File: src/rtl/fspa_pkg.sv
// Package of constants and carrier types for the flash self-program sequencer
package fspa_pkg;
   localparam int unsigned ADDR_W          = 14;
   localparam int unsigned FLASH_BYTES     = 16384;
   localparam int unsigned PAGE_BYTES      = 512;
   localparam int unsigned PAGE_LSB        = 9;
   localparam int unsigned LOADER_STEP     = 512;
   localparam int unsigned LOADER_MAX_STEP = 15;
   localparam logic [2:0]  MODE_STANDBY    = 3'h0;
   localparam logic [2:0]  MODE_READ       = 3'h1;
   localparam logic [2:0]  MODE_PROGRAM    = 3'h2;
   localparam logic [2:0]  MODE_ERASE      = 3'h3;
   localparam logic [2:0]  MODE_TRIM_READ  = 3'h6;
   localparam logic [7:0]  TRIG_FIRST      = 8'h46;
   localparam logic [7:0]  TRIG_SECOND     = 8'hB9;
   localparam logic [7:0]  TRIM_ADDR_LOW   = 8'hC0;
   localparam logic [7:0]  ERASED_BYTE     = 8'hFF;
   localparam logic [7:0]  RESET_BYTE      = 8'h00;
   localparam logic [5:0]  RESET_LOW_BOUND = 6'h00;
   // Flash array timing
   localparam int unsigned CLK_MHZ         = 250;
   localparam int unsigned PROG_TIME_NS    = 40;
   localparam int unsigned PROG_CYCLES     = (PROG_TIME_NS * CLK_MHZ + 999) / 1000;

   // Processor register writes
   typedef struct packed {
      logic       mode_we;
      logic       addr_high_we;
      logic       addr_low_we;
      logic       data_we;
      logic       trigger_we;
      logic       low_bound_we;
      logic [7:0] wdata;
   } fspa_sfr_wr_t;

   // Request to the flash array
   typedef struct packed {
      logic              read;
      logic              write;
      logic [ADDR_W-1:0] addr;
      logic [7:0]        wdata;
   } fspa_flash_req_t;
endpackage : fspa_pkg

File: src/rtl/fspa_region_check.sv
// Region permission check for erase and program targets
`timescale 1ns/1ps
`default_nettype none
module fspa_region_check
   import fspa_pkg::*;
(
   // Configuration
   input  wire logic [3:0]        loader_steps,
   input  wire logic [5:0]        low_bound_page,
   input  wire logic              running_loader,
   // Target
   input  wire logic [ADDR_W-1:0] target_addr,
   // Verdict
   output logic                   allowed,
   output logic                   in_data_region
);
   logic [ADDR_W:0] loader_start;
   logic [ADDR_W:0] data_start;
   logic [ADDR_W:0] target_ext;
   logic            in_app;
   logic            in_loader;

   // Loader sits at the top, data region just below it
   assign loader_start = (ADDR_W+1)'(FLASH_BYTES) - {2'b00, loader_steps, 9'h000};
   assign data_start   = {low_bound_page[4:0], 10'h000} >> 1;
   assign target_ext   = {1'b0, target_addr};
   assign in_loader    = target_ext >= loader_start;
   assign in_data_region = (target_ext >= data_start) && !in_loader;
   assign in_app       = !in_loader && !in_data_region;
   assign allowed      = running_loader ? (in_app || in_data_region)
                                        : in_data_region;
endmodule : fspa_region_check
`default_nettype wire

File: src/rtl/fspa_sequencer.sv
// Flash self-program sequencer: mode select, unlock trigger and flash access
// Notes on behaviour
// - Application, data and loader regions share flash
// - Loader code may modify application and data
// - Application code may modify data region only
// - Loader size off or half-kilobyte steps
// - Data region from low bound to loader
// - Low bound from option or application software
// - Offers page erase, byte program, byte read
// - Mode 011 erases a 512-byte page
// - Mode 010 programs the data byte
// - Mode 001 reads byte into data register
// - Trigger pair 46 then B9 starts operation
// - High and low registers form the address
// - Mode 06 reads the byte at the address pair, like mode 001
// - Program clears bits; erase sets all ones
`timescale 1ns/1ps
`default_nettype none
module fspa_sequencer
   import fspa_pkg::*;
#(
   parameter int unsigned PROG_WAIT = PROG_CYCLES
)(
   // Clock and reset
   input  wire logic                  sys_clk,
   input  wire logic                  reset_n,
   input  wire logic                  clk_en,
   // Hardware options
   input  wire logic [3:0]            option_loader_steps,
   input  wire logic [5:0]            option_low_bound,
   input  wire logic                  running_loader,
   // Processor registers
   input  wire fspa_sfr_wr_t          sfr_wr,
   input  wire logic                  flash_access_control,
   output logic [2:0]                 access_mode_register,
   output logic [7:0]                 flash_addr_high,
   output logic [7:0]                 flash_addr_low,
   output logic [7:0]                 flash_data_byte,
   output logic [5:0]                 data_region_low_bound,
   output logic                       busy,
   output logic                       denied,
   // Flash array
   output fspa_flash_req_t            flash_req,
   output logic                       flash_erase,
   input  wire logic [7:0]            flash_rdata,
   input  wire logic                  flash_done
);
   initial begin
      if (PROG_WAIT < 1 || PROG_WAIT > 4096)
         $error("PROG_WAIT out of range");
   end

   typedef enum logic [2:0] {ST_IDLE, ST_ARMED, ST_CHECK, ST_ERASE,
                             ST_PROG_RD, ST_PROG_WR, ST_READ, ST_WAIT} fspa_state_t;

   fspa_state_t       state;
   fspa_state_t       next_state;
   logic [8:0]        page_off;
   logic [12:0]       wait_cnt;
   logic [ADDR_W-1:0] target_addr;
   logic              allowed;
   logic              in_data;
   logic              is_first;
   logic              is_second;
   logic              trig_go;
   logic              mode_mod;
   logic              mode_rd;
   logic [7:0]        prog_value;

   fspa_region_check u_region (
      .loader_steps   (option_loader_steps),
      .low_bound_page (data_region_low_bound),
      .running_loader (running_loader),
      .target_addr    (target_addr),
      .allowed        (allowed),
      .in_data_region (in_data)
   );

   // Address pair; trim read uses the same address
   assign target_addr = (access_mode_register == MODE_TRIM_READ)
                        ? ADDR_W'({flash_addr_high, flash_addr_low})
                        : ADDR_W'({flash_addr_high, flash_addr_low});
   assign is_first    = sfr_wr.trigger_we && sfr_wr.wdata == TRIG_FIRST;
   assign is_second   = sfr_wr.trigger_we && sfr_wr.wdata == TRIG_SECOND;
   assign trig_go     = state == ST_ARMED && is_second && flash_access_control;
   assign mode_mod    = access_mode_register == MODE_ERASE
                     || access_mode_register == MODE_PROGRAM;
   assign mode_rd     = access_mode_register == MODE_READ
                     || access_mode_register == MODE_TRIM_READ;
   assign prog_value  = flash_rdata & flash_data_byte;

   always_comb begin
      next_state = state;
      case (state)
         ST_IDLE: begin
            if (is_first)
               next_state = ST_ARMED;
         end
         ST_ARMED: begin
            // Any other write breaks the pair; a repeated first trigger keeps it armed
            if (trig_go)
               next_state = ST_CHECK;
            else if (sfr_wr.trigger_we || sfr_wr.mode_we || sfr_wr.addr_high_we
                     || sfr_wr.addr_low_we || sfr_wr.data_we || sfr_wr.low_bound_we)
               next_state = is_first ? ST_ARMED : ST_IDLE;
         end
         ST_CHECK: begin
            if (mode_rd)
               next_state = ST_READ;
            else if (mode_mod && !allowed)
               next_state = ST_IDLE;
            else if (access_mode_register == MODE_ERASE)
               next_state = ST_ERASE;
            else if (access_mode_register == MODE_PROGRAM)
               next_state = ST_PROG_RD;
            else
               next_state = ST_IDLE;
         end
         ST_ERASE: begin
            if (page_off == 9'h1FF)
               next_state = ST_WAIT;
         end
         ST_PROG_RD: begin
            if (flash_done)
               next_state = ST_PROG_WR;
         end
         ST_PROG_WR: next_state = ST_WAIT;
         ST_READ: begin
            if (flash_done)
               next_state = ST_IDLE;
         end
         ST_WAIT: begin
            if (wait_cnt == 13'(PROG_WAIT - 1))
               next_state = ST_IDLE;
         end
         default: next_state = ST_IDLE;
      endcase
   end

   always_ff @(posedge sys_clk or negedge reset_n) begin
      if (!reset_n) begin
         state <= ST_IDLE;
      end else if (clk_en) begin
         state <= next_state;
      end
   end

   // Page walk and settle counters
   always_ff @(posedge sys_clk or negedge reset_n) begin
      if (!reset_n) begin
         page_off <= 9'h000;
         wait_cnt <= 13'h0000;
      end else if (clk_en) begin
         page_off <= (state == ST_ERASE) ? page_off + 9'h001 : 9'h000;
         wait_cnt <= (state == ST_WAIT) ? wait_cnt + 13'h0001 : 13'h0000;
      end
   end

   // Software-visible registers
   always_ff @(posedge sys_clk or negedge reset_n) begin
      if (!reset_n) begin
         access_mode_register <= MODE_STANDBY;
         flash_addr_high      <= RESET_BYTE;
         flash_addr_low       <= RESET_BYTE;
         flash_data_byte      <= RESET_BYTE;
      end else if (clk_en) begin
         if (sfr_wr.mode_we && state != ST_CHECK)
            access_mode_register <= sfr_wr.wdata[2:0];
         if (sfr_wr.addr_high_we)
            flash_addr_high <= sfr_wr.wdata;
         if (sfr_wr.addr_low_we)
            flash_addr_low <= sfr_wr.wdata;
         if (state == ST_READ && flash_done)
            flash_data_byte <= flash_rdata;
         else if (sfr_wr.data_we)
            flash_data_byte <= sfr_wr.wdata;
      end
   end

   // Low bound: option at reset release, then application writes
   logic bound_loaded;
   always_ff @(posedge sys_clk or negedge reset_n) begin
      if (!reset_n) begin
         data_region_low_bound <= RESET_LOW_BOUND;
         bound_loaded          <= 1'b0;
      end else if (clk_en) begin
         if (!bound_loaded) begin
            data_region_low_bound <= option_low_bound;
            bound_loaded          <= 1'b1;
         end else if (sfr_wr.low_bound_we && !running_loader) begin
            data_region_low_bound <= sfr_wr.wdata[5:0];
         end
      end
   end

   // Flash array request and status
   always_ff @(posedge sys_clk or negedge reset_n) begin
      if (!reset_n) begin
         flash_req   <= '0;
         flash_erase <= 1'b0;
         busy        <= 1'b0;
         denied      <= 1'b0;
      end else if (clk_en) begin
         flash_req.read  <= next_state == ST_READ || next_state == ST_PROG_RD;
         flash_req.write <= next_state == ST_ERASE || next_state == ST_PROG_WR;
         flash_erase     <= next_state == ST_ERASE;
         if (next_state == ST_ERASE)
            flash_req.addr <= {target_addr[ADDR_W-1:PAGE_LSB],
                               (state == ST_ERASE) ? page_off + 9'h001 : 9'h000};
         else
            flash_req.addr <= target_addr;
         flash_req.wdata <= (next_state == ST_ERASE) ? ERASED_BYTE : prog_value;
         busy            <= next_state != ST_IDLE && next_state != ST_ARMED;
         if (state == ST_CHECK)
            denied <= mode_mod && !allowed;
      end
   end
endmodule : fspa_sequencer
`default_nettype wire

File: config.mk
export PLATFORM = sky130hd
export DESIGN_NAME = fspa_sequencer
export DESIGN_NICKNAME = d
export VERILOG_FILES = /design/src/rtl/fspa_pkg.sv /design/src/rtl/fspa_region_check.sv /design/src/rtl/fspa_sequencer.sv
export SDC_FILE = /design/constraint.sdc
export NUM_CORES = 1
export LEC_CHECK = 0
export ABC_CLOCK_PERIOD_IN_PS = 6700
export BUFFER_PORTS_ARGS = -buffer_cell sky130_fd_sc_hd__buf_2
export CELL_PAD_IN_SITES_DETAIL_PLACEMENT = 1
export CELL_PAD_IN_SITES_GLOBAL_PLACEMENT = 2
export CORE_MARGIN = 2
export CORE_UTILIZATION = 36
export DETAILED_ROUTE_END_ITERATION = 7
export GPL_TIMING_DRIVEN = 1
export PLACE_DENSITY_LB_ADDON = 0.05
export SLEW_MARGIN = 20
export SYNTH_ARGS = -nofsm -noshare
export SYNTH_HDL_FRONTEND = slang
export SYNTH_SLANG_ARGS = --single-unit
File: constraint.sdc
create_clock -name sys_clk -period 6.7 [get_ports sys_clk]
set_input_delay 0.335 -clock sys_clk [delete_from_list [all_inputs] [get_ports sys_clk]]
set_output_delay 0.335 -clock sys_clk [all_outputs]
set_load 0.02 [all_outputs]
After elaboration in Yosys (flattened, before gate mapping)
Cells that the tools add are included.
{"block": "word_totals", "ff_bits": 86, "in_bits": 38, "output_inout_bits": 60, "elab_cells": 100}
{"block": "classes", "addsub": 3, "n_lt_le_gt_ge": 2, "n_eq_ne": 22, "muxes": 22, "bitwise": 1, "n_reduce_logical": 34}
{"cell": "$mux 3", "count": 11}
{"cell": "$eq 3x3->1 const B", "count": 8}
{"cell": "$mux 8", "count": 3}
{"cell": "$pmux 3 s8", "count": 1}
{"cell": "$mux 9", "count": 2}
{"cell": "$eq 3x2->1 const B", "count": 5}
{"cell": "$ge 14x15->1", "count": 1}
{"cell": "$sub 15x13->15 const A", "count": 1}
{"cell": "$ge 14x14->1", "count": 1}
{"cell": "$add 13x1->13 const B", "count": 1}
{"cell": "$eq 13x4->1 const B", "count": 1}
{"cell": "$mux 13", "count": 1}
{"cell": "$mux 6", "count": 2}
{"cell": "$reduce_and 2->1", "count": 6}
{"cell": "$logic_and 1x1->1", "count": 11}
{"cell": "$logic_or 1x1->1", "count": 10}
{"cell": "$add 9x1->9 const B", "count": 1}
{"cell": "$eq 9x9->1 const B", "count": 1}
{"cell": "$and 8x8->8", "count": 1}
{"cell": "$eq 8x7->1 const B", "count": 1}
{"cell": "$eq 8x8->1 const B", "count": 1}
{"cell": "$eq 3x1->1 const B", "count": 2}
{"cell": "$logic_not 1->1", "count": 4}
{"cell": "$logic_not 3->1", "count": 1}
{"cell": "6 further kinds", "count": 7}

Logic depth before layout (Yosys ltp)
{"block": "logic_depth", "ltp_word": 15, "mapped_depth": 12}

Modules after synthesis
A second synthesis with hierarchy kept.
{"block": "unflattened", "cells_unflattened": 433, "area_unflattened_um2": 4381.7}
{"module": "fspa_sequencer", "instances": 1, "cells_each": 386, "area_each_um2": 4038.9, "seq_area_each_um2": 2152.1}
{"module": "fspa_region_check", "instances": 1, "cells_each": 47, "area_each_um2": 342.8, "seq_area_each_um2": 0.0}

Worst setup path before layout
OpenSTA, ideal clock, no wires.
{"block": "synth_path", "path_kind": "input port to flip-flop", "start": "in option_loader_steps[0]", "end": "reg flash_req[15] (netlist bit)", "setup_time_ps": 126, "arrival_ps": 2545, "required_time_ps": 6574, "path_slack_ps": 4028, "stages": 12, "n_path_buf": 1, "path_cell_list": "inv_1 > ha_1 > inv_1 > ha_1 > nor2b_1 > a2111oi_0 > a211o_1 > nor2b_2 > nand2_1 > a21o_1 > buf_6 > a311o_1"}
{"block": "synth_between", "elab_chain_cells": 15}
{"item": "start: declaration", "line": "fspa_sequencer.sv:29", "rtl": "input wire logic [3:0] option_loader_steps,"}
{"item": "$sub 15x13->15 (*)", "line": "fspa_region_check.sv:24", "rtl": "assign loader_start = (ADDR_W+1)'(FLASH_BYTES) - {2'b00, loader_steps, 9'h000};"}
{"item": "$ge 14x15->1 (*)", "line": "fspa_region_check.sv:27", "rtl": "assign in_loader = target_ext >= loader_start;"}
{"item": "$logic_not 1->1 (*)", "line": "fspa_region_check.sv:28, fspa_region_check.sv:29"}
{"item": "$logic_and 1x1->1", "line": "fspa_region_check.sv:28", "rtl": "assign in_data_region = (target_ext >= data_start) && !in_loader;"}
{"item": "$logic_not 1->1", "line": "fspa_region_check.sv:29", "rtl": "assign in_app = !in_loader && !in_data_region;"}
{"item": "$logic_and 1x1->1", "line": "fspa_region_check.sv:29"}
{"item": "$logic_or 1x1->1", "line": "fspa_region_check.sv:30", "rtl": "assign allowed = running_loader ? (in_app || in_data_region)"}
{"item": "$mux 1 (*)", "line": "fspa_region_check.sv:30"}
{"item": "$logic_not 1->1 (*)", "line": "fspa_sequencer.sv:110", "rtl": "else if (mode_mod && !allowed)"}
{"item": "$logic_and 1x1->1 (*)", "line": "fspa_sequencer.sv:110"}
{"item": "$mux 3 (*)", "line": "fspa_sequencer.sv:110"}
{"item": "$mux 3 (*)", "line": "fspa_sequencer.sv:108", "rtl": "if (mode_rd)"}
{"item": "$pmux 3 s8 (*)", "line": "fspa_sequencer.sv:94", "rtl": "case (state)"}
{"item": "$eq 3x2->1 (*)", "line": "fspa_sequencer.sv:207", "rtl": "if (next_state == ST_ERASE)"}
{"item": "$mux 9 (*)", "line": "fspa_sequencer.sv:207"}
{"item": "end: declaration", "line": "fspa_sequencer.sv:43", "rtl": "output fspa_flash_req_t flash_req,"}
Mark *: on every way between the ends. The rest lies on a longest branch, timed or not.
A chain may end at the register's enable or synchronous reset.

Final worst setup path
{"block": "layout_path", "start": "reg page_off[0]", "end": "reg flash_req[4] (netlist bit)"}
{"block": "layout_between", "elab_chain_cells": 5}
{"item": "start: declaration", "line": "fspa_sequencer.sv:58", "rtl": "logic [8:0] page_off;"}
{"item": "start signal: assignment", "line": "fspa_sequencer.sv:154", "rtl": "page_off <= (state == ST_ERASE) ? page_off + 9'h001 : 9'h000;"}
{"item": "$eq 9x9->1", "line": "fspa_sequencer.sv:120", "rtl": "if (page_off == 9'h1FF)"}
{"item": "$mux 3", "line": "fspa_sequencer.sv:120"}
{"item": "$pmux 3 s8", "line": "fspa_sequencer.sv:94"}
{"item": "$eq 3x2->1", "line": "fspa_sequencer.sv:212", "rtl": "flash_req.wdata <= (next_state == ST_ERASE) ? ERASED_BYTE : prog_value;"}
{"item": "$mux 8", "line": "fspa_sequencer.sv:212"}
No other way between the ends.

==> results.sh <==
export IMPL_status="complete, no violations"
export IMPL_cpMaxStageDelayCell="a21o_1"
export IMPL_crit_chain="ha_1 > nand3_1 > nor2_1 > and3_1 > ha_1 > nand3_1 > a21o_1 > nand2_1 > a21o_1 > a31oi_1"
export IMPL_tns_ps=0
export IMPL_die_w_um=115
export IMPL_drt_pre_antenna_iters=5
export IMPL_setup_viol=0
export IMPL_top_usage_layer="met2"
export IMPL_met1_usage_pct=28.9
export IMPL_clock_path_buffers=2
export IMPL_hold_violations=0
export IMPL_min_from="flash_rdata[0]"
export IMPL_critPathLaunchType="flop"
export IMPL_tightest_slew_ps=842
export IMPL_r2r_end="flash_req[4]"
export IMPL_finalMaxSlewViolations=0
export IMPL_synthFlopType="dfrtp_1"
export IMPL_start_util_pct=36.8
export IMPL_critPathCaptureType="flop"
export IMPL_ios=98
export IMPL_irDropWorstVdd_v=0.000169
export IMPL_antenna_found_initial=1
export IMPL_dieArea_um2=13100
export IMPL_syn_area_um2=4400
export IMPL_grt_pass1_vias=3755
export IMPL_clk_latency_ps=350
export IMPL_cts_setup_buffers=0
export IMPL_hold_depth=3
export IMPL_grt_pass1_wl_um=20600
export IMPL_p_per_area_nw_per_um2=368
export IMPL_root_buffer="clkbuf_16"
export IMPL_vias=3690
export IMPL_ff_latch_area_um2=2150
export IMPL_drt_wl_total_um=12700
export IMPL_nets=594
export IMPL_rrSetupSlack_ps=3830
export IMPL_cp_arrival_ps=3050
export IMPL_multiInputGateArea_um2=2110
export IMPL_synth_nets=501
export IMPL_min_to="flash_req[0]"
export IMPL_htreeDepth=3
export IMPL_crit_path_max_fanout=13
export IMPL_skew_ps=10.8
export IMPL_layout_min_cycle_time_ps=2870
export IMPL_synth_edf_count=0
export IMPL_r2r_cells=10
export IMPL_hold_buffers=1
export IMPL_async_flop_share_pct=100
export IMPL_criticalPathCategory="flop to flop"
export IMPL_timing_final_crit_share_pct=42.9
export IMPL_coreArea_um2=12000
export IMPL_cts_buffers=9
export IMPL_hpwl_um=9190
export IMPL_grt_usage_pct=20.6
export IMPL_dieHeight_um=115
export IMPL_finalPower_w=0.00197
export IMPL_grt_use_met3_pct=5.45
export IMPL_drive_gt1_share_pct=26.9
export IMPL_cts_resized=0
export IMPL_clock_fmax_ghz=0.348
export IMPL_final_cell_mix="96 x buf_2, 86 x dfrtp_1, 55 x nand2_1"
export IMPL_leakage_nw=2.50
export IMPL_io_buffers=97
export IMPL_ys_ff_latch=86
export IMPL_synth_seq_area_share_pct=48.9
export IMPL_cts_tree="yes"
export IMPL_slew_headroom_pct=43.9
export IMPL_rsz0062_at_grt="no"
export IMPL_grt_start_max_net_pins=79
export IMPL_max_cap_violations=0
export IMPL_drt_first_iter_violations=178
export IMPL_use_met2_pct=31.6
export IMPL_syn_inst=448
export IMPL_nFillCells=1382
export IMPL_slowest_delay_ps=440
export IMPL_ys_warn_count=0
export IMPL_gr_total_overflow=0
export IMPL_r2r_start="page_off[0]"
export IMPL_rows=40
export IMPL_place_congestion=0.762
export IMPL_syn_avg_cell_area_um2=9.82
export IMPL_wl_per_cell_um=18.3
export IMPL_syn2layout_area_growth_pct=21.6
export IMPL_vias_per_cell=5.32
export IMPL_clkTransAtPathRegs_ps=70
export IMPL_ant_nets=0
export IMPL_drc=0
export IMPL_ys_types=53
export IMPL_n_antenna_cell=0
export IMPL_final_common_cell="buf_2"
export IMPL_cts_num_sinks=86
export IMPL_hold_path_class="input port to flop"
export IMPL_required_ps=6880
## cells in the mapped netlist, types with 2 or more instances
| cell | n | area share (%) |
|---|---|---|
| nor3_1 | 8 | 0.91 |
| and3_1 | 9 | 1.3 |
| o21ai_0 | 26 | 3.0 |
| inv_1 | 16 | 1.4 |
| o31ai_1 | 2 | 0.34 |
| clkbuf_1 | 15 | 1.3 |
| xor2_1 | 12 | 2.4 |
| a21oi_1 | 16 | 1.8 |
| nand3_1 | 19 | 2.2 |
| a2111oi_0 | 3 | 0.60 |
| mux2_2 | 25 | 6.4 |
| o22ai_1 | 10 | 1.4 |
| and4_1 | 2 | 0.40 |
| dfrtp_1 | 86 | 49 |
| nor2_1 | 44 | 3.8 |
| and2_1 | 3 | 0.43 |
| a21o_1 | 2 | 0.34 |
| o211ai_1 | 4 | 0.68 |
| a211oi_1 | 2 | 0.34 |
| a31oi_1 | 11 | 1.6 |
| nand4_1 | 5 | 0.71 |
| nand2_1 | 55 | 4.7 |
| nor4_1 | 5 | 0.71 |
| a311o_1 | 4 | 0.91 |
| nor2b_1 | 5 | 0.71 |
| ha_1 | 15 | 4.3 |
| nor4bb_1 | 3 | 0.68 |
| nand2b_1 | 4 | 0.57 |
| xnor2_1 | 5 | 1.0 |
| mux2i_1 | 8 | 1.8 |
| o2111ai_1 | 2 | 0.40 |
## power by group
part | leakage (nW) | total (W) | switching (W) | internal [W]
Clock | 0.161 | 0.000551 | 0.000219 | 0.000332
Combinational | 1.28 | 0.000672 | 0.000425 | 0.000247
Sequential | 1.06 | 0.000745 | 0.000111 | 0.000635
## worst max-delay path by stage
| stage | startpoint | end | slack (ps) | depth (start not counted) |
|---|---|---|---|---|
| 2_1_floorplan | option_loader_steps[0] | flash_req[15] | 4030 | 12 |
| 3_3_place_gp | option_loader_steps[0] | flash_req[11] | 3620 | 12 |
| 3_5_place_dp | option_loader_steps[0] | flash_req[15] | 3560 | 12 |
| 4_1_cts | page_off[0] | flash_req[4] | 3820 | 10 |
| 5_1_grt | wait_cnt[1] | flash_req[10] | 3450 | 8 |
| 6_report | page_off[0] | flash_req[4] | 3830 | 10 |
## area by class of cell
type,instances,area share [%]
Clock buffer,9,4.21
Timing Repair Buffer,100,9.59
Clock inverter,7,1.94
Tap cell,147,3.44
Multi-Input combinational cell,328,39.5
Sequential cell,86,40.2
Inverter,16,1.12
## state kept, by name, indices dropped and copies added, names as in the netlist
name,count
flash_req,24
flash_addr_high,8
wait_cnt,13
access_mode_register,3
bound_loaded,1
flash_erase,1
busy,1
denied,1
flash_addr_low,8
state,3
flash_data_byte,8
page_off,9
data_region_low_bound,6
## critical path: cells and delay by family (launching register included)
kind	cells	cell delay [ps]
simple gates	5	1090
fa+ha+maj	2	390
flops	1	410
compound gates	3	800
## through the flow
step | cells | cell area (um2) | util [%] | hold WS [ps] | setup WS, ps
after detailed placement | 676 | 5010 | 41.9 | 319 | 3560
final | 693 | 5350 | 44.7 | 246 | 3830
after global routing | 693 | 5350 | 44.7 | 255 | 3450
after global placement | 676 | 5010 | 41.9 | 323 | 3620
after floorplan | 448 | 4400 | - | 39.4 | 4030
after CTS | 693 | 5350 | 44.7 | 231 | 3820
## logic make-up (layout without fill, tap and decap cells)
kind of cell	Yosys count	after routing	share of synthesized area (%)
AND/OR/NAND/NOR	173	173	19.1
XOR/XNOR	17	17	3.38
multiplexers	33	33	8.22
flip-flops	86	86	48.9
AO/OA/AOI/OAI	90	90	13.0
adder cells (fa/ha/maj)	15	15	4.26
buffers and inverters	34	132	3.10
## routing by layer
layer,vias up,part of all wire (%),routed length [um]
li1,1778,-,-
met1,1823,48,6110
met2,77,46,5840
met3,10,4.7,600
met4,2,1.1,142
met5,-,0.10,13
Note: power is estimated with default switching activity, not from simulation.
